### config.mk
export PLATFORM = sky130hd
export DESIGN_NAME = bsis_regs
export DESIGN_NICKNAME = d
export VERILOG_FILES = /design/src/core/bsis_pkg.sv /design/src/core/bsis_regs.sv
export VERILOG_INCLUDE_DIRS = /design/src /design/src/core
export SDC_FILE = /design/constraint.sdc
export NUM_CORES = 1
export LEC_CHECK = 0
export BUFFER_PORTS_ARGS = -buffer_cell sky130_fd_sc_hd__buf_2
export CORE_ASPECT_RATIO = 1.5
export CORE_MARGIN = 1.5
export CORE_UTILIZATION = 48
export DETAILED_ROUTE_END_ITERATION = 6
export PLACE_DENSITY = 0.88
export SLEW_MARGIN = 20
export SYNTH_ARGS = -nofsm -noshare
export SYNTH_HDL_FRONTEND = slang
export SYNTH_SLANG_ARGS = --single-unit
### constraint.sdc
create_clock -name clk -period 2.5 [get_ports clk]
set_input_delay 0.75 -clock clk [delete_from_list [all_inputs] [get_ports clk]]
set_output_delay 0.75 -clock clk [all_outputs]
set_load 0.05 [all_outputs]
### src/core/bsis_map.svh
`ifndef BSIS_MAP_SVH
`define BSIS_MAP_SVH
// ===========================================================
// Dword addresses of the group
`define BSIS_DW_LAT 6'h06
`define BSIS_DW_IO 6'h07
// ===========================================================
// Status field positions
`define BSIS_ST_FBB 23
`define BSIS_ST_DPD 24
`define BSIS_ST_STA 27
`define BSIS_ST_RTA 28
`define BSIS_ST_RMA 29
`define BSIS_ST_RSE 30
`define BSIS_ST_DPE 31
// ===========================================================
// Fixed values and resets
`define BSIS_IO32_IND 4'h1
`define BSIS_DEVSEL_MED 2'h1
`define BSIS_LAT_RST 8'h00
`define BSIS_NIB_RST 4'h0
`endif

### src/core/bsis_pkg.sv
package bsis_pkg;
   // Latency timer states for a secondary master burst
   typedef enum logic [1:0] {BSIS_IDLE, BSIS_RUN, BSIS_EXP} bsis_lat_e;
   // Sticky status flags, bits 31..27 and 24
   typedef logic [5:0] bsis_flags_t;
endpackage : bsis_pkg

### src/core/bsis_regs.sv
`timescale 1ns/10ps
`include "bsis_map.svh"
module bsis_regs
   import bsis_pkg::*;
(
   // Clock and reset
   input wire logic clk,
   input wire logic resetn,
   // Configuration access, dword address with byte enables
   input wire logic cfg_wr,
   input wire logic cfg_rd,
   input wire logic [5:0] cfg_dw,
   input wire logic [3:0] cfg_be_n,
   input wire logic [31:0] cfg_wdata,
   output logic [31:0] cfg_rdata,
   // Secondary master burst, same clock
   input wire logic sec_frame_start,
   input wire logic sec_burst_end,
   input wire logic sec_gnt_n,
   input wire logic sec_mwi,
   output logic lat_expired,
   output logic end_after_first,
   // I/O decode, upper halves from elsewhere
   input wire logic [15:0] io_base_hi,
   input wire logic [15:0] io_limit_hi,
   input wire logic [31:0] io_addr,
   output logic io_in_window,
   // Secondary bus events, same clock
   input wire logic sec_is_master,
   input wire logic sec_parity_err,
   input wire logic sec_perr_seen,
   input wire logic parity_resp_en,
   input wire logic sig_target_abort,
   input wire logic rcv_target_abort,
   input wire logic rcv_master_abort,
   input wire logic sec_serr_seen
);
   // ===========================================================
   // Register state
   logic [7:0] lat_q, lat_d;             // Secondary latency timer
   logic [3:0] iob_q, iob_d;             // I/O base bits 15:12
   logic [3:0] iol_q, iol_d;             // I/O limit bits 15:12
   bsis_flags_t flg_q, flg_d;            // {31,30,29,28,27,24}
   logic [31:0] rd_q, rd_d;              // Read data register
   // Byte lane enable for a write
   function automatic logic lane(input logic [3:0] be, input int i);
      lane = cfg_wr && !be[i];
   endfunction : lane
   // Clear request per flag, only on the status dword lane 3
   logic wr_io;
   logic [5:0] clr, set;
   // Status half as it reads
   function automatic logic [15:0] status_view(input bsis_flags_t f);
      logic [15:0] s;
      s = 16'h0000;
      s[`BSIS_ST_FBB-16] = 1'b1;
      s[`BSIS_ST_DPD-16] = f[0];
      s[10:9] = `BSIS_DEVSEL_MED;
      s[15:11] = f[5:1];
      status_view = s;
   endfunction : status_view
   // ===========================================================
   // Register file next values
   always_comb begin
      wr_io = cfg_dw == `BSIS_DW_IO;
      lat_d = lat_q;
      iob_d = iob_q;
      iol_d = iol_q;
      if (cfg_dw == `BSIS_DW_LAT && lane(cfg_be_n, 3)) begin
         lat_d = cfg_wdata[31:24];
      end
      if (wr_io && lane(cfg_be_n, 0)) begin
         iob_d = cfg_wdata[7:4];
      end
      if (wr_io && lane(cfg_be_n, 1)) begin
         iol_d = cfg_wdata[15:12];
      end
      // Clears land per byte lane of the status half
      clr = 6'h00;
      if (wr_io && lane(cfg_be_n, 3)) begin
         clr[5:1] = cfg_wdata[31:27];
      end
      if (wr_io && lane(cfg_be_n, 3)) begin
         clr[0] = cfg_wdata[24];
      end
      // Event sources
      set[0] = sec_is_master && parity_resp_en &&
               (sec_parity_err || sec_perr_seen);
      set[1] = sig_target_abort;
      set[2] = rcv_target_abort;
      set[3] = rcv_master_abort;
      set[4] = sec_serr_seen;
      set[5] = sec_parity_err;
      // Set wins over the clear in the same cycle
      flg_d = (flg_q & ~clr) | set;
      // Read mux, registered to keep outputs on flops
      rd_d = rd_q;
      if (cfg_rd) begin
         unique case (cfg_dw)
            `BSIS_DW_LAT: rd_d = {lat_q, 24'h000000};
            `BSIS_DW_IO: rd_d = {status_view(flg_q), iol_q,
                                 `BSIS_IO32_IND, iob_q,
                                 `BSIS_IO32_IND};
            default: rd_d = 32'h00000000;
         endcase
      end
   end
   // Register file flops
   always_ff @(posedge clk or negedge resetn) begin
      if (!resetn) begin
         lat_q <= `BSIS_LAT_RST;
         iob_q <= `BSIS_NIB_RST;
         iol_q <= `BSIS_NIB_RST;
         flg_q <= 6'h00;
         rd_q <= 32'h00000000;
      end else begin
         lat_q <= lat_d;
         iob_q <= iob_d;
         iol_q <= iol_d;
         flg_q <= flg_d;
         rd_q <= rd_d;
      end
   end
   assign cfg_rdata = rd_q;
   // Register file checks, next to the writes and events they guard
   iob_write_a: assert property (@(posedge clk)
      disable iff (!resetn) (cfg_wr && cfg_dw == `BSIS_DW_IO &&
      !cfg_be_n[0]) |=> iob_q == $past(cfg_wdata[7:4]))
      else $error("io base nibble not written");
   iol_write_a: assert property (@(posedge clk)
      disable iff (!resetn) (cfg_wr && cfg_dw == `BSIS_DW_IO &&
      !cfg_be_n[1]) |=> iol_q == $past(cfg_wdata[15:12]))
      else $error("io limit nibble not written");
   // A zero written over the set bit 31 detected parity flag must leave it standing
   keep_zero_a: assert property (@(posedge clk)
      disable iff (!resetn) (flg_q[5] && !clr[5]) |=> flg_q[5])
      else $error("detected parity flag lost");
   dpd_set_a: assert property (@(posedge clk)
      disable iff (!resetn) (sec_is_master && parity_resp_en &&
      (sec_parity_err || sec_perr_seen)) |=> flg_q[0])
      else $error("data parity flag not set");
   sta_set_a: assert property (@(posedge clk)
      disable iff (!resetn) sig_target_abort |=> flg_q[1])
      else $error("signalled abort flag not set");
   rta_set_a: assert property (@(posedge clk)
      disable iff (!resetn) rcv_target_abort |=> flg_q[2])
      else $error("received abort flag not set");
   serr_set_a: assert property (@(posedge clk)
      disable iff (!resetn) sec_serr_seen |=> flg_q[4])
      else $error("system error flag not set");
   cov_setwin: cover property (@(posedge clk) disable iff (!resetn)
      sec_serr_seen && clr[4]);
   // ===========================================================
   // Latency timer on the secondary master
   bsis_lat_e st_q, st_d;
   logic [7:0] cnt_q, cnt_d;
   logic exp_q, exp_d, eaf_q, eaf_d;
   // A frame start seen outside idle is ignored: the count belongs to
   // the burst in flight until its end is reported
   // Next state; expiry means end the burst once grant is gone
   always_comb begin
      st_d = st_q;
      cnt_d = cnt_q;
      exp_d = 1'b0;
      eaf_d = 1'b0;
      unique case (st_q)
         BSIS_IDLE: begin
            if (sec_frame_start) begin
               cnt_d = 8'h01;
               st_d = (lat_q == 8'h00) ? BSIS_EXP : BSIS_RUN;
            end
         end
         BSIS_RUN: begin
            cnt_d = cnt_q + 8'h01;
            if (cnt_q >= lat_q) begin
               st_d = BSIS_EXP;
            end
         end
         BSIS_EXP: begin
            exp_d = 1'b1;
            // Zero timer: stop after first data phase
            eaf_d = (lat_q == 8'h00) && sec_gnt_n && !sec_mwi;
         end
      endcase
      if (sec_burst_end) begin
         st_d = BSIS_IDLE;
         exp_d = 1'b0;
         eaf_d = 1'b0;
      end
   end
   // Timer flops
   always_ff @(posedge clk or negedge resetn) begin
      if (!resetn) begin
         st_q <= BSIS_IDLE;
         cnt_q <= 8'h00;
         exp_q <= 1'b0;
         eaf_q <= 1'b0;
      end else begin
         st_q <= st_d;
         cnt_q <= cnt_d;
         exp_q <= exp_d;
         eaf_q <= eaf_d;
      end
   end
   assign lat_expired = exp_q;
   assign end_after_first = eaf_q;
   // Timer checks; a burst end in the gap forgives the expiry
   lat_expire_a: assert property (@(posedge clk)
      disable iff (!resetn) (st_q == BSIS_RUN && cnt_q >= lat_q &&
      !sec_burst_end) |=> ##1 (lat_expired || $past(sec_burst_end)))
      else $error("timer did not expire at count");
   // Memory write and invalidate never stops after the first transfer
   mwi_exempt_a: assert property (@(posedge clk)
      disable iff (!resetn) sec_mwi |=> !end_after_first)
      else $error("early end during invalidate");
   gnt_held_a: assert property (@(posedge clk)
      disable iff (!resetn) !sec_gnt_n |=> !end_after_first)
      else $error("early end with grant held");
   // ===========================================================
   // I/O window compare, registered; 4KB grain from the nibbles
   logic win_q, win_d;
   logic [31:0] lo_a, hi_a;
   always_comb begin
      lo_a = {io_base_hi, iob_q, 12'h000};
      hi_a = {io_limit_hi, iol_q, 12'hfff};
      win_d = (io_addr >= lo_a) && (io_addr <= hi_a);
   end
   always_ff @(posedge clk or negedge resetn) begin
      if (!resetn) begin
         win_q <= 1'b0;
      end else begin
         win_q <= win_d;
      end
   end
   assign io_in_window = win_q;
   // Window checks in page terms, independent of the compare above
   win_low_a: assert property (@(posedge clk)
      disable iff (!resetn) (io_addr[31:12] < {io_base_hi, iob_q}) |=>
      !io_in_window)
      else $error("address below base forwarded");
   win_high_a: assert property (@(posedge clk)
      disable iff (!resetn) (io_addr[31:12] > {io_limit_hi, iol_q}) |=>
      !io_in_window)
      else $error("address above limit forwarded");
   // ===========================================================
   // Checks
   // Sticky flags and their clears
   sticky_set_a: assert property (@(posedge clk)
      disable iff (!resetn) rcv_master_abort |=> flg_q[3])
      else $error("master abort flag not set");
   set_wins_a: assert property (@(posedge clk)
      disable iff (!resetn) (sec_serr_seen && clr[4]) |=> flg_q[4])
      else $error("clear beat set");
   w1c_clear_a: assert property (@(posedge clk)
      disable iff (!resetn) (clr[2] && !set[2]) |=> !flg_q[2])
      else $error("flag not cleared");
   dpd_gate_a: assert property (@(posedge clk)
      disable iff (!resetn) (!sec_is_master && flg_q[0] == 1'b0) |=>
      !flg_q[0])
      else $error("bit 24 set without master");
   perr_flag_a: assert property (@(posedge clk)
      disable iff (!resetn) sec_parity_err |=> flg_q[5])
      else $error("parity flag not set");
   // Fixed read fields: bits 23:16 hold only the fast back-to-back one
   rd_const_a: assert property (@(posedge clk)
      disable iff (!resetn) (cfg_rd && cfg_dw == `BSIS_DW_IO) |=>
      (cfg_rdata[23:16] == 8'h80 && cfg_rdata[26:25] == 2'h1 &&
       cfg_rdata[11:8] == 4'h1 && cfg_rdata[3:0] == 4'h1))
      else $error("fixed fields wrong");
   lat_write_a: assert property (@(posedge clk)
      disable iff (!resetn) (cfg_dw == `BSIS_DW_LAT && cfg_wr &&
      !cfg_be_n[3]) |=> lat_q == $past(cfg_wdata[31:24]))
      else $error("timer not written");
   lat_zero_a: assert property (@(posedge clk)
      disable iff (!resetn) (st_q == BSIS_IDLE && sec_frame_start &&
      lat_q == 8'h00 && !sec_burst_end) |=>
      ##1 (lat_expired || sec_burst_end || $past(sec_burst_end)))
      else $error("zero timer no expiry");
   cov_expire: cover property (@(posedge clk) disable iff (!resetn)
      lat_expired);
   cov_eaf: cover property (@(posedge clk) disable iff (!resetn)
      end_after_first);
   cov_win: cover property (@(posedge clk) disable iff (!resetn)
      io_in_window);
endmodule : bsis_regs

==> out/qor.txt, run 1 <==
Gate power share -> 29.8%
First-pass DRT Iterations -> 4
Via/cell ratio -> 5.53
CTS buffer count -> 5
Post-Route Utilization -> 61.8%
Share of layout cells above drive strength 1 -> 30.7%
Final instance area -> 4270 um^2
Yosys warning total -> 0
Area delta synth->final -> 23.5%
Critical Path RT -> 2.72 ns
Seq pwr share -> 46.7%
Htree depth -> 2
GR Overflow Total -> 0
Cell Pwr Density -> 488 nW/um^2
Vias in the first global route -> 3283
Worst Tran Pin Value -> 0.599 ns
Min Tclk post-route -> 2.38 ns
CTS tree -> yes
Starting DRT DRC Count -> 111
CTS Root Cell -> clkbuf_8
Internal power -> 1.40 mW
Hold Crit Class -> input port to asynchronous set/reset pin
Placer congestion estimate -> 0.893
Die width -> 72.3 um
Starting Density -> 50.1%
First-pass GRT wire length -> 13.8 mm
CP Max Fanout -> 2
Seq cells post-synth -> 52
P_leak -> 2.38 nW
IO Count -> 157
Max_cap viols -> 0
I/O Buffers -> 126
Largest net degree at the start of global routing -> 29
Status -> finished, final reports clean
Achievable Freq -> 0.420 GHz
Worst setup SP type -> input port
CTS Hold Bufs -> 0
Antenna Diode Count -> 0
Hold Vio Cnt, Final -> 0
Core ar. -> 6900 um^2
Post-synth ARST share -> 100%
Commonest register cell after synthesis -> dfrtp_1
Post_cts resized -> 0
Antenna-violating nets left -> 0
RSZ-0062 raised after global routing -> false
Worst path arrival time -> 2.60 ns
Post-Route WL -> 8.18 mm
EDFF count, synth -> 0
Post-CTS Setup Bufs -> 0
R2R Path Start -> iob_q[2]$_DFFE_PN0P_
Filler cell count -> 543
Setup crit start -> io_addr[14]
CTS Sinks -> 52
Rows -> 37
CTS max path bufs -> 2
Clk slew on worst S/H paths -> 0.09 ns
Syn Std Cell Area -> 3450 um^2
Switching Fraction -> 33.0%
DIE AREA -> 7730 um^2
Final-stage net count -> 669
Clock Latency Late Sink -> 0.31 ns
Clk pwr share -> 23.5%
Wirelength per Cell -> 14.2 um
Pins Over Slew Limit -> 0
Multi-input gate area -> 1870 um^2
Die Ht -> 107 um
Setup CP Type -> input port to flip-flop
Final setup fails -> 0
Yosys cell types -> 45
Gr usage total -> 22.6%
Layout Skew -> 0.00760 ns
# DRC -> 0
Crit share post-route -> 95.3%
Initial antenna violation count -> 0
Mapped Cells -> 365
Area after DPL -> 4170 um^2
Synthesized area per cell -> 9.46 um^2
Sequential-to-total area share from yosys stat -> 37.7%
Peak supply drop -> 0.297 mV
CP Capture Type -> flip-flop
FF/Latch Area -> 1300 um^2
Slew margin rel. -> 60.1%
P_sw -> 0.688 mW
Post-DP HPWL -> 6.91 mm
Vias -> 3192
## cell families after synthesis
family | after synthesis | synth area share [%]
adder cells (fa/ha/maj) | 49 | 17.7
AND/OR/NAND/NOR | 97 | 14.7
other | 1 | 0.109
buffers and inverters | 73 | 9.60
AO/OA/AOI/OAI | 76 | 14.9
flip-flops | 52 | 37.7
multiplexers | 17 | 5.25
## cell usage after synthesis, types with 2 or more instances
cell | n | area share, %
mux2i_1 | 8 | 2.3
o21ai_0 | 5 | 0.72
a311oi_1 | 2 | 0.51
nand3_1 | 10 | 1.4
nand3b_1 | 2 | 0.43
a22o_1 | 14 | 3.5
ha_1 | 49 | 18
o21ai_1 | 15 | 2.2
a21oi_1 | 14 | 2.0
inv_1 | 50 | 5.4
nor4_1 | 3 | 0.54
nor2b_1 | 5 | 0.91
nor3_1 | 5 | 0.72
mux2_1 | 4 | 1.3
nand2_1 | 28 | 3.0
inv_2 | 2 | 0.22
nand4_1 | 15 | 2.7
a21o_1 | 12 | 2.6
a211oi_1 | 3 | 0.65
dfrtp_1 | 52 | 38
nor4_2 | 2 | 0.72
o211ai_1 | 3 | 0.65
nor2_1 | 18 | 2.0
mux2_2 | 5 | 1.6
buf_4 | 15 | 3.3
clkbuf_1 | 5 | 0.54
## layout make-up
cell class / instances / share of cell area (%)
multi-input combinational: 252 / 43.8
inverter: 52 / 4.58
clock inverter: 1 / 0.176
timing repair buffer: 135 / 16.7
sequential: 52 / 30.5
clock buffer: 7 / 2.02
tap: 78 / 2.29
## cell usage in the layout, fill, tap and decap left out, types with 2 or more instances in the layout
| cell | count |
|---|---|
| o21ai_1 | 15 |
| ha_1 | 49 |
| buf_2 | 126 |
| o211ai_1 | 3 |
| nor3_1 | 5 |
| a211oi_1 | 3 |
| nor4_1 | 3 |
| mux2_2 | 5 |
| inv_1 | 50 |
| nor4_2 | 2 |
| nand3b_1 | 2 |
| a21oi_1 | 14 |
| nor2_1 | 18 |
| nand2_1 | 28 |
| conb_1 | 13 |
| buf_4 | 8 |
| a22o_1 | 14 |
| mux2i_1 | 8 |
| a21o_1 | 12 |
| nor2b_1 | 5 |
| clkbuf_8 | 6 |
| a311oi_1 | 2 |
| nand3_1 | 10 |
| inv_2 | 2 |
| mux2_1 | 4 |
| nand4_1 | 15 |
| dfrtp_1 | 52 |
| o21ai_0 | 5 |
## per-stage QoR
step                TNS (ns)  setup slack [ns]  instances  hold WS [ns]  total power, mW
global route               0            0.0422        577         0.486             2.22
finish                     0             0.117        577         0.437             2.08
CTS                        0             0.150        577         0.453             2.10
detailed placement    -0.170            -0.170        569         0.469             1.60
global placement      -0.100            -0.100        569         0.458             1.57
floorplan                  0             0.173        377         0.449             1.39
## worst paths after layout
kind	endpoint	slack, ns	depth (start not counted)
min	end_after_first$_DFF_PN0_	0.44	1
max reg2reg	io_in_window$_DFF_PN0_	0.28	8
min in group clk	flg_q[4]$_DFF_PN0_	0.48	1
max	io_in_window$_DFF_PN0_	0.12	8
min reg2reg	flg_q[4]$_DFF_PN0_	0.48	1
max in group asynchronous	cfg_rdata[4]$_DFFE_PN0P_	1.51	2
## power groups by stage
stage | Clock, mW | Combinational [mW] | Sequential, mW
finish | 0.490 | 0.621 | 0.972
global route | 0.540 | 0.698 | 0.982
CTS | 0.506 | 0.623 | 0.972
detailed placement | 0 | 0.616 | 0.989
global placement | 0 | 0.585 | 0.984
floorplan | 0 | 0.385 | 1.00
## critical path, cell delays in order
cell and delay [ns]:
buf_2 0.12, ha_1 0.29, nor4b_2 0.19, nand4_1 0.12, a311oi_1 0.32, a211oi_1 0.12, or4_1 0.48, a32oi_1 0.21
## layer usage
metal | vias up | GRT usage (%) | wire length, um
met4 | 0 | 11.9 | 331
met1 | 1473 | 24.6 | 3170
li1 | 1528 | - | -
met2 | 160 | 42.0 | 4180
met5 | - | 0 | 0
met3 | 31 | 2.35 | 499
## registers in the layout, summed over array words and instances (netlist names)
name / count
io_in_window: 1
end_after_first: 1
flg_q: 6
lat_expired: 1
cfg_rdata: 17
st_q: 2
iob_q: 4
iol_q: 4
lat_q: 8
cnt_q: 8
Power figures use the tool's default switching activity.
==> run 2, diff against run 1 <==
CORE_UTILIZATION = 49   (was 48)
CTS_BUF_LIST = sky130_fd_sc_hd__clkbuf_8   (was default)
PLACE_DENSITY = 0.89   (was 0.88)
clock period = 2.4 ns   (was 2.5 ns; I/O delays follow)
==> run 2 against run 1 <==
The flow now finishes with violations (design-rule violations). Flip-flop and latch count is the same. Largest cell class unchanged. Hold slack better by 0.050 ns. Clock-buffer cell count shrank 2. Combinational power up 5.2%. Via count about the same. Register-to-register slack hardly changed. Non-clock buffer count up 3. Cell area up 0.38%. Critical path depth unchanged. Final cell count grew 0.52%. Clock power increased by 5.3%.
==> out/qor.txt, run 2 (same netlist as run 1, synthesis figures left out) <==
Status -> complete, but fails checks
Violated checks -> design-rule violations
Area delta synth->final -> 23.9%
Wirelength per Cell -> 14.8 um (+4.2%)
Share of layout cells above drive strength 1 -> 31.5% (+0.81 points)
Worst setup SP type -> input port
Crit share post-route -> 92.8%
Vias in the first global route -> 3243 (-1.2%)
Peak supply drop -> 0.268 mV (-9.8%)
CTS Hold Bufs -> 0 (unchanged)
IO Count -> 157 (unchanged)
CTS max path bufs -> 2 (unchanged)
Vias -> 3191 (-0.031%)
CTS tree -> yes
Multi-input gate area -> 1870 um^2 (+0.34%)
Starting DRT DRC Count -> 173 (+56%)
Hold EP -> flg_q[3]$_DFF_PN0_
WP buf/inv -> 1 (unchanged)
CTS buffer count -> 5 (unchanged)
Layout Skew -> 0.00387 ns (-0.00373 ns)
First-pass GRT wire length -> 14.1 mm (+1.8%)
Die Ht -> 106 um (-1.0%)
R2R Path Start -> iob_q[2]$_DFFE_PN0P_
Achievable Freq -> 0.449 GHz
Worst hold start -> flg_q[3]$_DFF_PN0_
Flop2flop setup slack -> 0.27 ns (about the same)
I/O Buffers -> 126 (unchanged)
Placer congestion estimate -> 0.887 (-0.64%)
Worst-case reg-to-reg path depth -> 8 (unchanged)
Core ar. -> 6850 um^2 (-0.67%)
FF/Latch Area -> 1300 um^2 (unchanged)
Via/cell ratio -> 5.50 (-0.55%)
Final-stage net count -> 672 (+0.45%)
GR Overflow Total -> 0 (unchanged)
Antenna-violating nets left -> 0 (unchanged)
CP max stage cell -> or4_1
Worst path cell trace -> buf_2 -> ha_1 -> nor4b_2 -> nand4_1 -> a311oi_2 -> a211oi_1 -> or4_1 -> a32oi_1
CP Max Fanout -> 2 (unchanged)
Hold Vio Cnt, Final -> 0 (unchanged)
Most frequent cells in the layout -> 126 x buf_2, 52 x dfrtp_1, 50 x inv_1
Clk slew on worst S/H paths -> 0.10 ns (about the same)
Reg-to-Reg End -> io_in_window$_DFF_PN0_
Cell Pwr Density -> 509 nW/um^2 (+4.3%)
Max FFs per register -> 17 (unchanged)
First-pass DRT Iterations -> 7 (+3)
Most common cell after layout, fill and taps aside -> buf_2
RSZ-0062 raised after global routing -> false
Largest net degree at the start of global routing -> 53 (+83%)
Gr usage total -> 23.7% (+1.1 points)
Rows -> 37 (unchanged)
CTS Sinks -> 52 (unchanged)
WHS Path Cells -> 1
Pins Over Slew Limit -> 0 (unchanged)
Setup TNS -> 0 ns (unchanged)
Starting Density -> 50.4% (+0.34 points)
Final setup fails -> 0 (unchanged)
Hold Crit Class -> flip-flop to flip-flop
Min Tclk post-route -> 2.23 ns
Post-route insts no fill -> 580 (+0.52%)
Max_cap viols -> 0 (unchanged)
Worst Tran Pin Value -> 0.636 ns (+0.0375 ns)
# DRC -> 11 (+11)
Slew margin rel. -> 57.6% (-2.5 points)
Setup CP Type -> input port to flip-flop
Initial antenna violation count -> 0 (unchanged)
Antenna Diode Count -> 0 (unchanged)
DIE AREA -> 7570 um^2 (-2.0%)
Die width -> 71.6 um (-0.98%)
Htree depth -> 2 (unchanged)
CP top delay family -> simple AND/OR/NAND/NOR gates
CP Capture Type -> flip-flop
Critical Path RT -> 2.63 ns (-0.09 ns)
Placed Cells -> 572 (+0.53%)
Worst path arrival time -> 2.45 ns (-0.15 ns)
Post-DP HPWL -> 7.22 mm (+4.6%)
Critical path's largest stage delay -> 0.47 ns (about the same)
CTS Root Cell -> clkbuf_8
Filler cell count -> 563 (+3.7%)
Clock Latency Late Sink -> 0.31 ns (about the same)
Post-Route WL -> 8.57 mm (+4.7%)
P_leak -> 2.40 nW (+0.46%)
## run 2: timing repair
action | 4_1_cts | 5_1_grt
setup buffers | 0 | 0
endpoints found under the setup margin | 0 | 1
gates resized for setup | 0 | 1
## run 2: area by class of cell
cell class	count	share of cell area, %
flip-flops and latches	52	30.4
clock inverters	3	0.584
well taps	78	2.28
multi-input cells	252	43.7
repair buffers	138	16.8
clock buffers	5	1.61
inverters	52	4.56
## run 2: where the power goes
group,internal [mW],switching (mW),leakage [nW]
combinational,0.274,0.378,1.70
sequential,0.944,0.0678,0.654
clock,0.213,0.303,0.0452
## run 2: worst max path at each step
stage / cells after the start / from / end
floorplan: 7 / io_addr[14] / io_in_window$_DFF_PN0_
global placement: 8 / io_addr[14] / io_in_window$_DFF_PN0_
detailed placement: 8 / io_addr[14] / io_in_window$_DFF_PN0_
CTS: 8 / io_addr[14] / io_in_window$_DFF_PN0_
global route: 8 / io_addr[14] / io_in_window$_DFF_PN0_
finish: 8 / io_addr[14] / io_in_window$_DFF_PN0_
## run 2: layer usage
metal	global-route usage, %	up-vias	share of wire (%)	wire length, um
met5	0	-	0	0
met4	10.8	0	3.6	310
met3	4.21	22	7.0	602
met2	45.1	153	54	4590
met1	24.6	1472	36	3060
li1	-	1544	-	-
## run 2: metrics by stage
step | power [mW] | cell area (um^2) | hold slack, ns | utilization (%) | worst slack [ns]
3_5_place_dp | 1.68 | 4180 | 0.465 | 61.0 | -0.237
5_1_grt | 2.32 | 4280 | 0.510 | 62.5 | 0.0330
2_1_floorplan | 1.44 | 3500 | 0.424 | - | 0.103
4_1_cts | 2.20 | 4280 | 0.489 | 62.4 | 0.0896
6_report | 2.18 | 4280 | 0.487 | 62.5 | 0.174
3_3_place_gp | 1.64 | 4180 | 0.458 | 61.0 | -0.118
